## config.mk

```make
export PLATFORM = sky130hd
export DESIGN_NAME = fbh_flash_boot
export DESIGN_NICKNAME = d
export VERILOG_FILES = /design/src/core/fbh_pkg.sv /design/src/core/fbh_ahb_port.sv /design/src/core/fbh_erase_sel.sv /design/src/core/fbh_flash_boot.sv
export SDC_FILE = /design/constraint.sdc
export NUM_CORES = 1
export LEC_CHECK = 0
export ABC_AREA = 0
export BUFFER_PORTS_ARGS = -buffer_cell sky130_fd_sc_hd__buf_2
export CAP_MARGIN = 20
export CORE_ASPECT_RATIO = 0.8
export CORE_MARGIN = 2
export CORE_UTILIZATION = 50
export DETAILED_ROUTE_END_ITERATION = 6
export PLACE_DENSITY = 0.81
export SLEW_MARGIN = 20
export SYNTH_ARGS = -nofsm -noshare
export SYNTH_HDL_FRONTEND = slang
export SYNTH_SLANG_ARGS = --single-unit
export TNS_END_PERCENT = 5
```

## constraint.sdc

```tcl
create_clock -name mclk_in -period 4.6 [get_ports mclk_in]
set_clock_uncertainty 0.1 [all_clocks]
set_input_delay 0.46 -clock mclk_in [delete_from_list [all_inputs] [get_ports mclk_in]]
set_output_delay 0.46 -clock mclk_in [all_outputs]
set_load 0.02 [all_outputs]
```

## src/core/fbh_pkg.sv

```systemverilog
// Purpose: Shared constants and types of the flash erase select and boot hand-off block
// Assumes: 32-bit AHB-Lite data, one aligned word per register
// Notes: Register offsets are byte addresses on the bus
package fbh_pkg;
  // Register byte offsets
  localparam logic [7:0] FBH_OFS_FC1 = 8'h00;
  localparam logic [7:0] FBH_OFS_FC2 = 8'h04;
  localparam logic [7:0] FBH_OFS_EBS = 8'h08;
  localparam logic [7:0] FBH_OFS_ACC = 8'h0C;
  localparam logic [7:0] FBH_OFS_BSTAT = 8'h10;
  // Field positions
  localparam int FBH_WEN_BIT = 6;
  localparam int FBH_ACC_BIT = 7;
  localparam int FBH_EB_W = 5;
  // Reset values
  localparam logic [7:0] FBH_RST_BYTE = 8'h00;
  localparam logic [31:0] FBH_RST_WORD = 32'h0000_0000;
  // Boot handshake bytes
  localparam logic [7:0] FBH_ADJ_END = 8'h00;
  localparam logic [7:0] FBH_SYNC_BYTE = 8'h55;
  // Download area in on-chip RAM
  localparam logic [15:0] FBH_RAM_FIRST = 16'hF780;
  localparam logic [15:0] FBH_RAM_LAST = 16'hFEEF;
  // Erase regions, one per select bit
  localparam logic [15:0] FBH_BLK0_LO = 16'h0000;
  localparam logic [15:0] FBH_BLK0_HI = 16'h03FF;
  localparam logic [15:0] FBH_BLK1_LO = 16'h0400;
  localparam logic [15:0] FBH_BLK1_HI = 16'h07FF;
  localparam logic [15:0] FBH_BLK2_LO = 16'h0800;
  localparam logic [15:0] FBH_BLK2_HI = 16'h0BFF;
  localparam logic [15:0] FBH_BLK3_LO = 16'h0C00;
  localparam logic [15:0] FBH_BLK3_HI = 16'h0FFF;
  localparam logic [15:0] FBH_BLK4_LO = 16'h1000;
  localparam logic [15:0] FBH_BLK4_HI = 16'h7FFF;
  localparam logic [15:0] FBH_NO_ADDR = 16'h0000;

  typedef enum logic [2:0] {
    FBH_B_STRAP = 3'b000,
    FBH_B_OFF = 3'b001,
    FBH_B_ADJ = 3'b010,
    FBH_B_ACK = 3'b011,
    FBH_B_SYNC = 3'b100,
    FBH_B_LOAD = 3'b101,
    FBH_B_HAND = 3'b110,
    FBH_B_RUN = 3'b111
  } fbh_boot_t;
endpackage

```

## src/core/fbh_ahb_port.sv

```systemverilog
// Purpose: AHB-Lite slave front end, turns bus phases into register strobes
// Assumes: Single word transfers, one slave on the bus
// Notes: Writes finish with no wait state, reads take one wait state
`timescale 1ns/1ps
module fbh_ahb_port
  import fbh_pkg::*;
(
  // Clock and reset
  input wire logic clk_in,
  input wire logic rst_n_in,
  // Bus address phase
  input wire logic hsel_in,
  input wire logic [1:0] htrans_in,
  input wire logic hwrite_in,
  input wire logic [7:0] haddr_in,
  input wire logic hready_in,
  // Strobes to the register file
  output logic wr_stb_out,
  output logic rd_stb_out,
  output logic [7:0] addr_out,
  output logic hreadyout_out
);
  typedef struct packed {
    logic vld;
    logic wr;
    logic [7:0] addr;
    logic rd_done;
  } fbh_ahb_st_t;

  fbh_ahb_st_t q_r;
  fbh_ahb_st_t q_nxt;

  always_comb begin
    q_nxt = q_r;
    if (hreadyout_out) begin
      q_nxt.vld = hsel_in && htrans_in[1] && hready_in;
      q_nxt.wr = hwrite_in;
      q_nxt.addr = haddr_in;
      q_nxt.rd_done = 1'b0;
    end else begin
      // Read data is registered, so the first data cycle stalls
      q_nxt.rd_done = 1'b1;
    end
  end

  always_ff @(posedge clk_in or negedge rst_n_in) begin
    if (!rst_n_in) begin
      q_r <= '0;
    end else begin
      q_r <= q_nxt;
    end
  end

  assign wr_stb_out = q_r.vld && q_r.wr;
  assign rd_stb_out = q_r.vld && !q_r.wr && !q_r.rd_done;
  assign addr_out = q_r.addr;
  assign hreadyout_out = !rd_stb_out;
endmodule

```

## src/core/fbh_erase_sel.sv

```systemverilog
// Purpose: Erase block select register with one-hot guard and region decode
// Assumes: Write strobe already gated by the access enable
// Notes: Region outputs follow the select bits on the same edge
`timescale 1ns/1ps
module fbh_erase_sel
  import fbh_pkg::*;
(
  // Clock and reset
  input wire logic clk_in,
  input wire logic rst_n_in,
  // Control
  input wire logic wen_in,
  input wire logic wr_in,
  input wire logic [7:0] wdata_in,
  // Selected region
  output logic [FBH_EB_W-1:0] sel_out,
  output logic [15:0] lo_out,
  output logic [15:0] hi_out
);
  typedef struct packed {
    logic [FBH_EB_W-1:0] sel;
    logic [15:0] lo;
    logic [15:0] hi;
  } fbh_ebs_st_t;

  fbh_ebs_st_t q_r;
  fbh_ebs_st_t q_nxt;

  always_comb begin
    q_nxt = q_r;
    if (!wen_in) begin
      q_nxt.sel = '0;
    end else if (wr_in) begin
      // Two or more bits would erase an unintended area
      q_nxt.sel = ($countones(wdata_in[FBH_EB_W-1:0]) > 1) ? '0 : wdata_in[FBH_EB_W-1:0];
    end
    case (q_nxt.sel)
      5'b10000: begin
        q_nxt.lo = FBH_BLK4_LO;
        q_nxt.hi = FBH_BLK4_HI;
      end
      5'b01000: begin
        q_nxt.lo = FBH_BLK3_LO;
        q_nxt.hi = FBH_BLK3_HI;
      end
      5'b00100: begin
        q_nxt.lo = FBH_BLK2_LO;
        q_nxt.hi = FBH_BLK2_HI;
      end
      5'b00010: begin
        q_nxt.lo = FBH_BLK1_LO;
        q_nxt.hi = FBH_BLK1_HI;
      end
      5'b00001: begin
        q_nxt.lo = FBH_BLK0_LO;
        q_nxt.hi = FBH_BLK0_HI;
      end
      default: begin
        q_nxt.lo = FBH_NO_ADDR;
        q_nxt.hi = FBH_NO_ADDR;
      end
    endcase
  end

  always_ff @(posedge clk_in or negedge rst_n_in) begin
    if (!rst_n_in) begin
      q_r <= '0;
    end else begin
      q_r <= q_nxt;
    end
  end

  assign sel_out = q_r.sel;
  assign lo_out = q_r.lo;
  assign hi_out = q_r.hi;
endmodule

```

## src/core/fbh_flash_boot.sv

```systemverilog
// Purpose: Flash control registers, erase select and boot-mode serial hand-off
// Assumes: Serial bytes arrive already framed; bit-rate match is reported by lock pulse
// Notes: Boot strap is sampled once, on the first clock after reset release
//
// The implementer's own choices: register access over AHB-Lite and the placing of the registers.
`timescale 1ns/1ps
module fbh_flash_boot
  import fbh_pkg::*;
(
  // Clock and reset
  input wire logic mclk_in,
  input wire logic rst_n_in,
  // AHB-Lite slave
  input wire logic hsel_in,
  input wire logic [31:0] haddr_in,
  input wire logic [1:0] htrans_in,
  input wire logic hwrite_in,
  input wire logic [2:0] hsize_in,
  input wire logic [31:0] hwdata_in,
  input wire logic hready_in,
  output logic [31:0] hrdata_out,
  output logic hreadyout_out,
  output logic hresp_out,
  // Boot control
  input wire logic boot_mode_in,
  input wire logic wdt_overflow_in,
  input wire logic baud_lock_in,
  input wire logic [7:0] baud_value_in,
  // Boot serial port bytes
  input wire logic rx_valid_in,
  input wire logic [7:0] rx_data_in,
  input wire logic tx_ready_in,
  output logic tx_valid_out,
  output logic [7:0] tx_data_out,
  output logic serial_receive_enable_out,
  output logic serial_transmit_enable_out,
  output logic [7:0] baud_rate_register_out,
  output logic port_direction_bit_out,
  output logic port_data_bit_out,
  // RAM download
  output logic ram_we_out,
  output logic [15:0] ram_addr_out,
  output logic [7:0] ram_wdata_out,
  // Status
  output logic boot_active_out,
  output logic boot_ram_lock_out,
  output logic jump_out,
  // Flash control
  output logic [7:0] flash_control_one_out,
  output logic [7:0] flash_control_two_out,
  output logic [FBH_EB_W-1:0] erase_block_select_out,
  output logic [15:0] erase_lo_out,
  output logic [15:0] erase_hi_out
);
  typedef struct packed {
    logic [7:0] fc1;
    logic [7:0] fc2;
    logic access_en;
    logic [31:0] hrdata;
    fbh_boot_t st;
    logic [7:0] baud;
    logic rx_en;
    logic tx_en;
    logic dir;
    logic dat;
    logic [7:0] tx_data;
    logic [15:0] ptr;
    logic ram_we;
    logic [15:0] ram_addr;
    logic [7:0] ram_wdata;
    logic jump;
  } fbh_top_st_t;

  fbh_top_st_t q_r;
  fbh_top_st_t q_nxt;
  logic [1:0] rst_sync_r;
  logic rst_n;
  logic wr_stb;
  logic rd_stb;
  logic [7:0] addr;
  logic gated;
  logic ebs_wr;
  logic [31:0] rdata;

  // Async assert, clocked release
  always_ff @(posedge mclk_in or negedge rst_n_in) begin
    if (!rst_n_in) begin
      rst_sync_r <= 2'b00;
    end else begin
      rst_sync_r <= {rst_sync_r[0], 1'b1};
    end
  end
  assign rst_n = rst_sync_r[1];

  fbh_ahb_port u_ahb (
    .clk_in(mclk_in),
    .rst_n_in(rst_n),
    .hsel_in(hsel_in),
    .htrans_in(htrans_in),
    .hwrite_in(hwrite_in),
    .haddr_in(haddr_in[7:0]),
    .hready_in(hready_in),
    .wr_stb_out(wr_stb),
    .rd_stb_out(rd_stb),
    .addr_out(addr),
    .hreadyout_out(hreadyout_out)
  );

  // Flash control registers stay invisible until the access bit is set
  assign gated = (addr == FBH_OFS_FC1) || (addr == FBH_OFS_FC2) || (addr == FBH_OFS_EBS);
  assign ebs_wr = wr_stb && (addr == FBH_OFS_EBS) && q_r.access_en;

  fbh_erase_sel u_ebs (
    .clk_in(mclk_in),
    .rst_n_in(rst_n),
    .wen_in(q_r.fc1[FBH_WEN_BIT]),
    .wr_in(ebs_wr),
    .wdata_in(hwdata_in[7:0]),
    .sel_out(erase_block_select_out),
    .lo_out(erase_lo_out),
    .hi_out(erase_hi_out)
  );

  always_comb begin
    rdata = FBH_RST_WORD;
    if (gated && !q_r.access_en) begin
      rdata = FBH_RST_WORD;
    end else begin
      case (addr)
        FBH_OFS_FC1: rdata = {24'h00_0000, q_r.fc1};
        FBH_OFS_FC2: rdata = {24'h00_0000, q_r.fc2};
        FBH_OFS_EBS: rdata = {27'h000_0000, erase_block_select_out};
        FBH_OFS_ACC: rdata = {24'h00_0000, q_r.access_en, 7'h00};
        FBH_OFS_BSTAT: rdata = {16'h0000, q_r.baud, q_r.dat, q_r.dir, q_r.tx_en, q_r.rx_en, 1'b0, q_r.st};
        default: rdata = FBH_RST_WORD;
      endcase
    end
  end

  always_comb begin
    q_nxt = q_r;
    q_nxt.ram_we = 1'b0;
    q_nxt.jump = 1'b0;
    if (rd_stb) begin
      q_nxt.hrdata = rdata;
    end
    if (wr_stb) begin
      if (addr == FBH_OFS_ACC) begin
        q_nxt.access_en = hwdata_in[FBH_ACC_BIT];
      end
      if (q_r.access_en && addr == FBH_OFS_FC1) begin
        q_nxt.fc1 = hwdata_in[7:0];
      end
      if (q_r.access_en && addr == FBH_OFS_FC2) begin
        q_nxt.fc2 = hwdata_in[7:0];
      end
    end
    // Strap is read once; later changes on boot_mode_in are ignored
    case (q_r.st)
      FBH_B_STRAP: begin
        q_nxt.st = boot_mode_in ? FBH_B_ADJ : FBH_B_OFF;
        q_nxt.rx_en = boot_mode_in;
        q_nxt.tx_en = boot_mode_in;
      end
      FBH_B_ADJ: begin
        if (baud_lock_in) begin
          q_nxt.baud = baud_value_in;
          q_nxt.tx_data = FBH_ADJ_END;
          q_nxt.st = FBH_B_ACK;
        end
      end
      FBH_B_ACK: begin
        if (tx_ready_in) begin
          q_nxt.st = FBH_B_SYNC;
        end
      end
      FBH_B_SYNC: begin
        // Other bytes are ignored; a failed host recovers by reset
        if (rx_valid_in && rx_data_in == FBH_SYNC_BYTE) begin
          q_nxt.ptr = FBH_RAM_FIRST;
          q_nxt.st = FBH_B_LOAD;
        end
      end
      FBH_B_LOAD: begin
        if (rx_valid_in) begin
          q_nxt.ram_we = 1'b1;
          q_nxt.ram_addr = q_r.ptr;
          q_nxt.ram_wdata = rx_data_in;
          q_nxt.ptr = q_r.ptr + 16'h0001;
          if (q_r.ptr == FBH_RAM_LAST) begin
            q_nxt.st = FBH_B_HAND;
          end
        end
      end
      FBH_B_HAND: begin
        q_nxt.rx_en = 1'b0;
        q_nxt.tx_en = 1'b0;
        q_nxt.dir = 1'b1;
        q_nxt.dat = 1'b1;
        q_nxt.jump = 1'b1;
        q_nxt.st = FBH_B_RUN;
      end
      FBH_B_RUN: begin
        q_nxt.st = FBH_B_RUN;
      end
      FBH_B_OFF: begin
        q_nxt.st = FBH_B_OFF;
      end
      default: begin
        q_nxt.st = FBH_B_OFF;
      end
    endcase
    if (wdt_overflow_in && q_r.st != FBH_B_STRAP) begin
      q_nxt.st = FBH_B_OFF;
      q_nxt.rx_en = 1'b0;
      q_nxt.tx_en = 1'b0;
    end
  end

  always_ff @(posedge mclk_in or negedge rst_n) begin
    if (!rst_n) begin
      q_r <= '0;
    end else begin
      q_r <= q_nxt;
    end
  end

  assign hrdata_out = q_r.hrdata;
  assign hresp_out = 1'b0;
  assign tx_valid_out = (q_r.st == FBH_B_ACK);
  assign tx_data_out = q_r.tx_data;
  assign serial_receive_enable_out = q_r.rx_en;
  assign serial_transmit_enable_out = q_r.tx_en;
  assign baud_rate_register_out = q_r.baud;
  assign port_direction_bit_out = q_r.dir;
  assign port_data_bit_out = q_r.dat;
  assign ram_we_out = q_r.ram_we;
  assign ram_addr_out = q_r.ram_addr;
  assign ram_wdata_out = q_r.ram_wdata;
  // Boot work area stays reserved while the loader runs
  assign boot_ram_lock_out = (q_r.st >= FBH_B_ADJ) && (q_r.st <= FBH_B_HAND);
  assign boot_active_out = (q_r.st != FBH_B_OFF) && (q_r.st != FBH_B_STRAP);
  assign jump_out = q_r.jump;
  assign flash_control_one_out = q_r.fc1;
  assign flash_control_two_out = q_r.fc2;
endmodule

```

==> impl_metrics.ini <==
[grt]
antenna_found_initial = 0
grt_max_degree = 78
grt.overflow.total = 0
grt_usage = 0.197
grt_pass1_wl_mm = 20.6
grt_pass1_vias = 4140

[flow_run]
max-cap-violations = 0

[clock_tree]
clk_latency_ps = 330
clk_path_buf_depth = 2
clk_pin_slew_ps = 60
h-tree-depth = 3
cts-root-buf = clkbuf_16
cts.repair.resized = 0
cts_buffers = 9
cts_sinks = 112
cts_tree = done

[final_layout]
drive_gt1_frac = 0.294
multi_input_area_mm2 = 0.00240
ff_latch_area_mm2 = 0.00281
post-route-util = 0.552
fill_cells = 1008
diodes = 0
nNetsFinal = 783
final_area_mm2 = 0.00646
final_cell_mix = 139 x buf_2, 132 x nand2_1, 111 x dfrtp_1, 40 x conb_1, 33 x o21ai_0
final_common_cell = buf_2
area_growth_pct = 6.46

[setup_path]
path_max_fanout = 10
reg2reg_from = u_ahb.addr_out[2]
crit_type = in2reg
startpoint_type = primary input
regToRegSetupSlack_ps = 1820
critPathRequiredTime_ps = 4750
startpoint = hwdata_in[2]
endpoint_kind = register
crit_end = u_ebs.hi_out[10]
crit_arrival_ps = 3090
r2r_cells = 5
reg2reg_to = u_ebs.hi_out[10]

[detailed_routing]
drtAntennaViolNets = 0
drt-initial-drc-count = 311
drcViolationCount = 0
firstDrtPassIters = 4
dr_total_vias = 4433
routed_wl_mm = 12.6
routed_via_density = 5.32
post_drt_wl_per_cell_um = 15.1

[floorplanning]
start_util = 0.519
num_rows = 35
fp.dieW_um = 127
die_h_um = 103
core_region_area_mm2 = 0.0117
io-pin-count = 231
dieArea_mm2 = 0.0130

[power_and_ir_drop]
vdd_ir_drop_max_mv = 0.207
cellPowerDensity_mw_per_mm2 = 425
p_total_mw = 2.74
leakage_nw = 3.41

[yosys]
synth_edf_count = 0
synth_top_flop_cell = dfrtp_1
syn-cell-area_mm2 = 0.00607
syn_area_per_cell_um2 = 9.64
ys_types = 57
async_reset_ff_frac = 1.00
synth_cells = 629
ys_seq_elements = 112
yosysWarnings = 0
yosysSeqAreaShare = 0.462

[sta]
hold_violations = 0
max_slew.worst_pin.slew_ps = 807
slew_viol_final = 0
setup_viol = 0
slew-limit-headroom = 0.460
rsz0062_at_grt = false
fin_crit_sh = 0.640
period_needed_ps = 2950
fmax_ghz = 0.339
tns_ps = 0

[placement]
placed_cell_area_mm2 = 0.00615
portBuffers = 139
hpwl_mm = 9.35
place_congestion = 0.879

[hold_path]
hold_path.class = reg2async

[outcome]
outcome = completed
worst min-delay path by stage:
stage | startpoint | to | slack [ps] | cells after the start
finish | rst_sync_r[1] | baud_rate_register_out[3] | 140 | 0
global placement | rst_n_in | rst_sync_r[0] | 150 | 1
global route | rst_sync_r[1] | ram_wdata_out[1] | 170 | 0
floorplan | rst_n_in | rst_sync_r[0] | 60 | 0
CTS | haddr_in[6] | u_ahb.addr_out[6] | 210 | 3
detailed placement | rst_n_in | rst_sync_r[0] | 150 | 1
through the flow:
step / cells / setup WS, ps / hold WS [ps]
6_report: 834 / 1650 / 144
5_1_grt: 834 / 1570 / 174
4_1_cts: 833 / 1710 / 208
3_5_place_dp: 818 / 1360 / 149
3_3_place_gp: 818 / 1480 / 146
2_1_floorplan: 667 / 1150 / 64.4
synthesized netlist by cell type (5+ instances only):
cell type / count / area [um2]
and2_1: 11 / 68.8
nand2_1: 132 / 495
o211ai_1: 5 / 37.5
a22o_1: 11 / 96.3
nor2b_1: 7 / 43.8
clkbuf_1: 19 / 71.3
buf_4: 117 / 878
and3_1: 9 / 56.3
a22oi_1: 5 / 37.5
nand4_1: 6 / 37.5
o21ai_0: 33 / 165
mux2i_1: 12 / 120
nor2_1: 22 / 82.6
mux2_2: 30 / 338
a21oi_1: 17 / 85.1
dfrtp_1: 112 / 2800
nor3_1: 5 / 25.0
nand3_1: 9 / 45.0
inv_1: 7 / 26.3
layout make-up:
type                            count  area share
Sequential cell                   112       0.435
Multi-Input combinational cell    407       0.372
Timing Repair Buffer              144       0.117
Clock buffer                       14      0.0424
Tap cell                          148      0.0287
Inverter                            9     0.00523
flip-flops by register name, indices dropped and copies added (netlist names):
register,count
u_ebs.sel_out,5
u_ebs.hi_out,4
flash_control_one_out,8
rst_sync_r,2
u_ebs.lo_out,2
ram_we_out,1
port_data_bit_out,1
hrdata_out,16
flash_control_two_out,8
u_ahb.addr_out,8
u_ahb.q_r,3
jump_out,1
serial_receive_enable_out,1
ram_wdata_out,8
baud_rate_register_out,8
ram_addr_out,16
q_r,20
critical path: stages:
cell and delay, ps:
buf_2 160, ha_1 320, ha_1 280, a21o_1 170, fa_1 440, nor2_1 460, nand3_1 160, mux2i_2 300
o211ai_1 140, a21oi_1 200
kinds of logic (layout without fill, tap and decap cells):
| logic type | Yosys count | after routing | synth area share |
|---|---|---|---|
| compound gates | 91 | 91 | 0.0965 |
| mux | 43 | 43 | 0.0778 |
| simple gates | 224 | 224 | 0.180 |
| fa+ha+maj | 5 | 5 | 0.0116 |
| xor+xnor | 4 | 4 | 0.00578 |
| flops | 112 | 112 | 0.462 |
| buf+inv | 148 | 167 | 0.165 |
| other cells | 2 | 40 | 0.00124 |
layer usage:
layer	track usage	routed length (um)	part of all wire
met5	0	0	0
met4	0.0642	129	0.010
met3	0.0379	726	0.058
met2	0.321	5970	0.47
met1	0.270	5760	0.46
report_power, final:
group	internal (mW)	switching [mW]	leakage [nW]	total, mW
combinational	0.258	0.431	1.83	0.689
clock	0.407	0.316	0.135	0.723
sequential	1.16	0.173	1.45	1.33
repair_timing:
action,CTS,global route
setup buffers,0,0
hold buffers,1,0
hold endpoints to repair,2,0
Power figures use the tool's default switching activity.
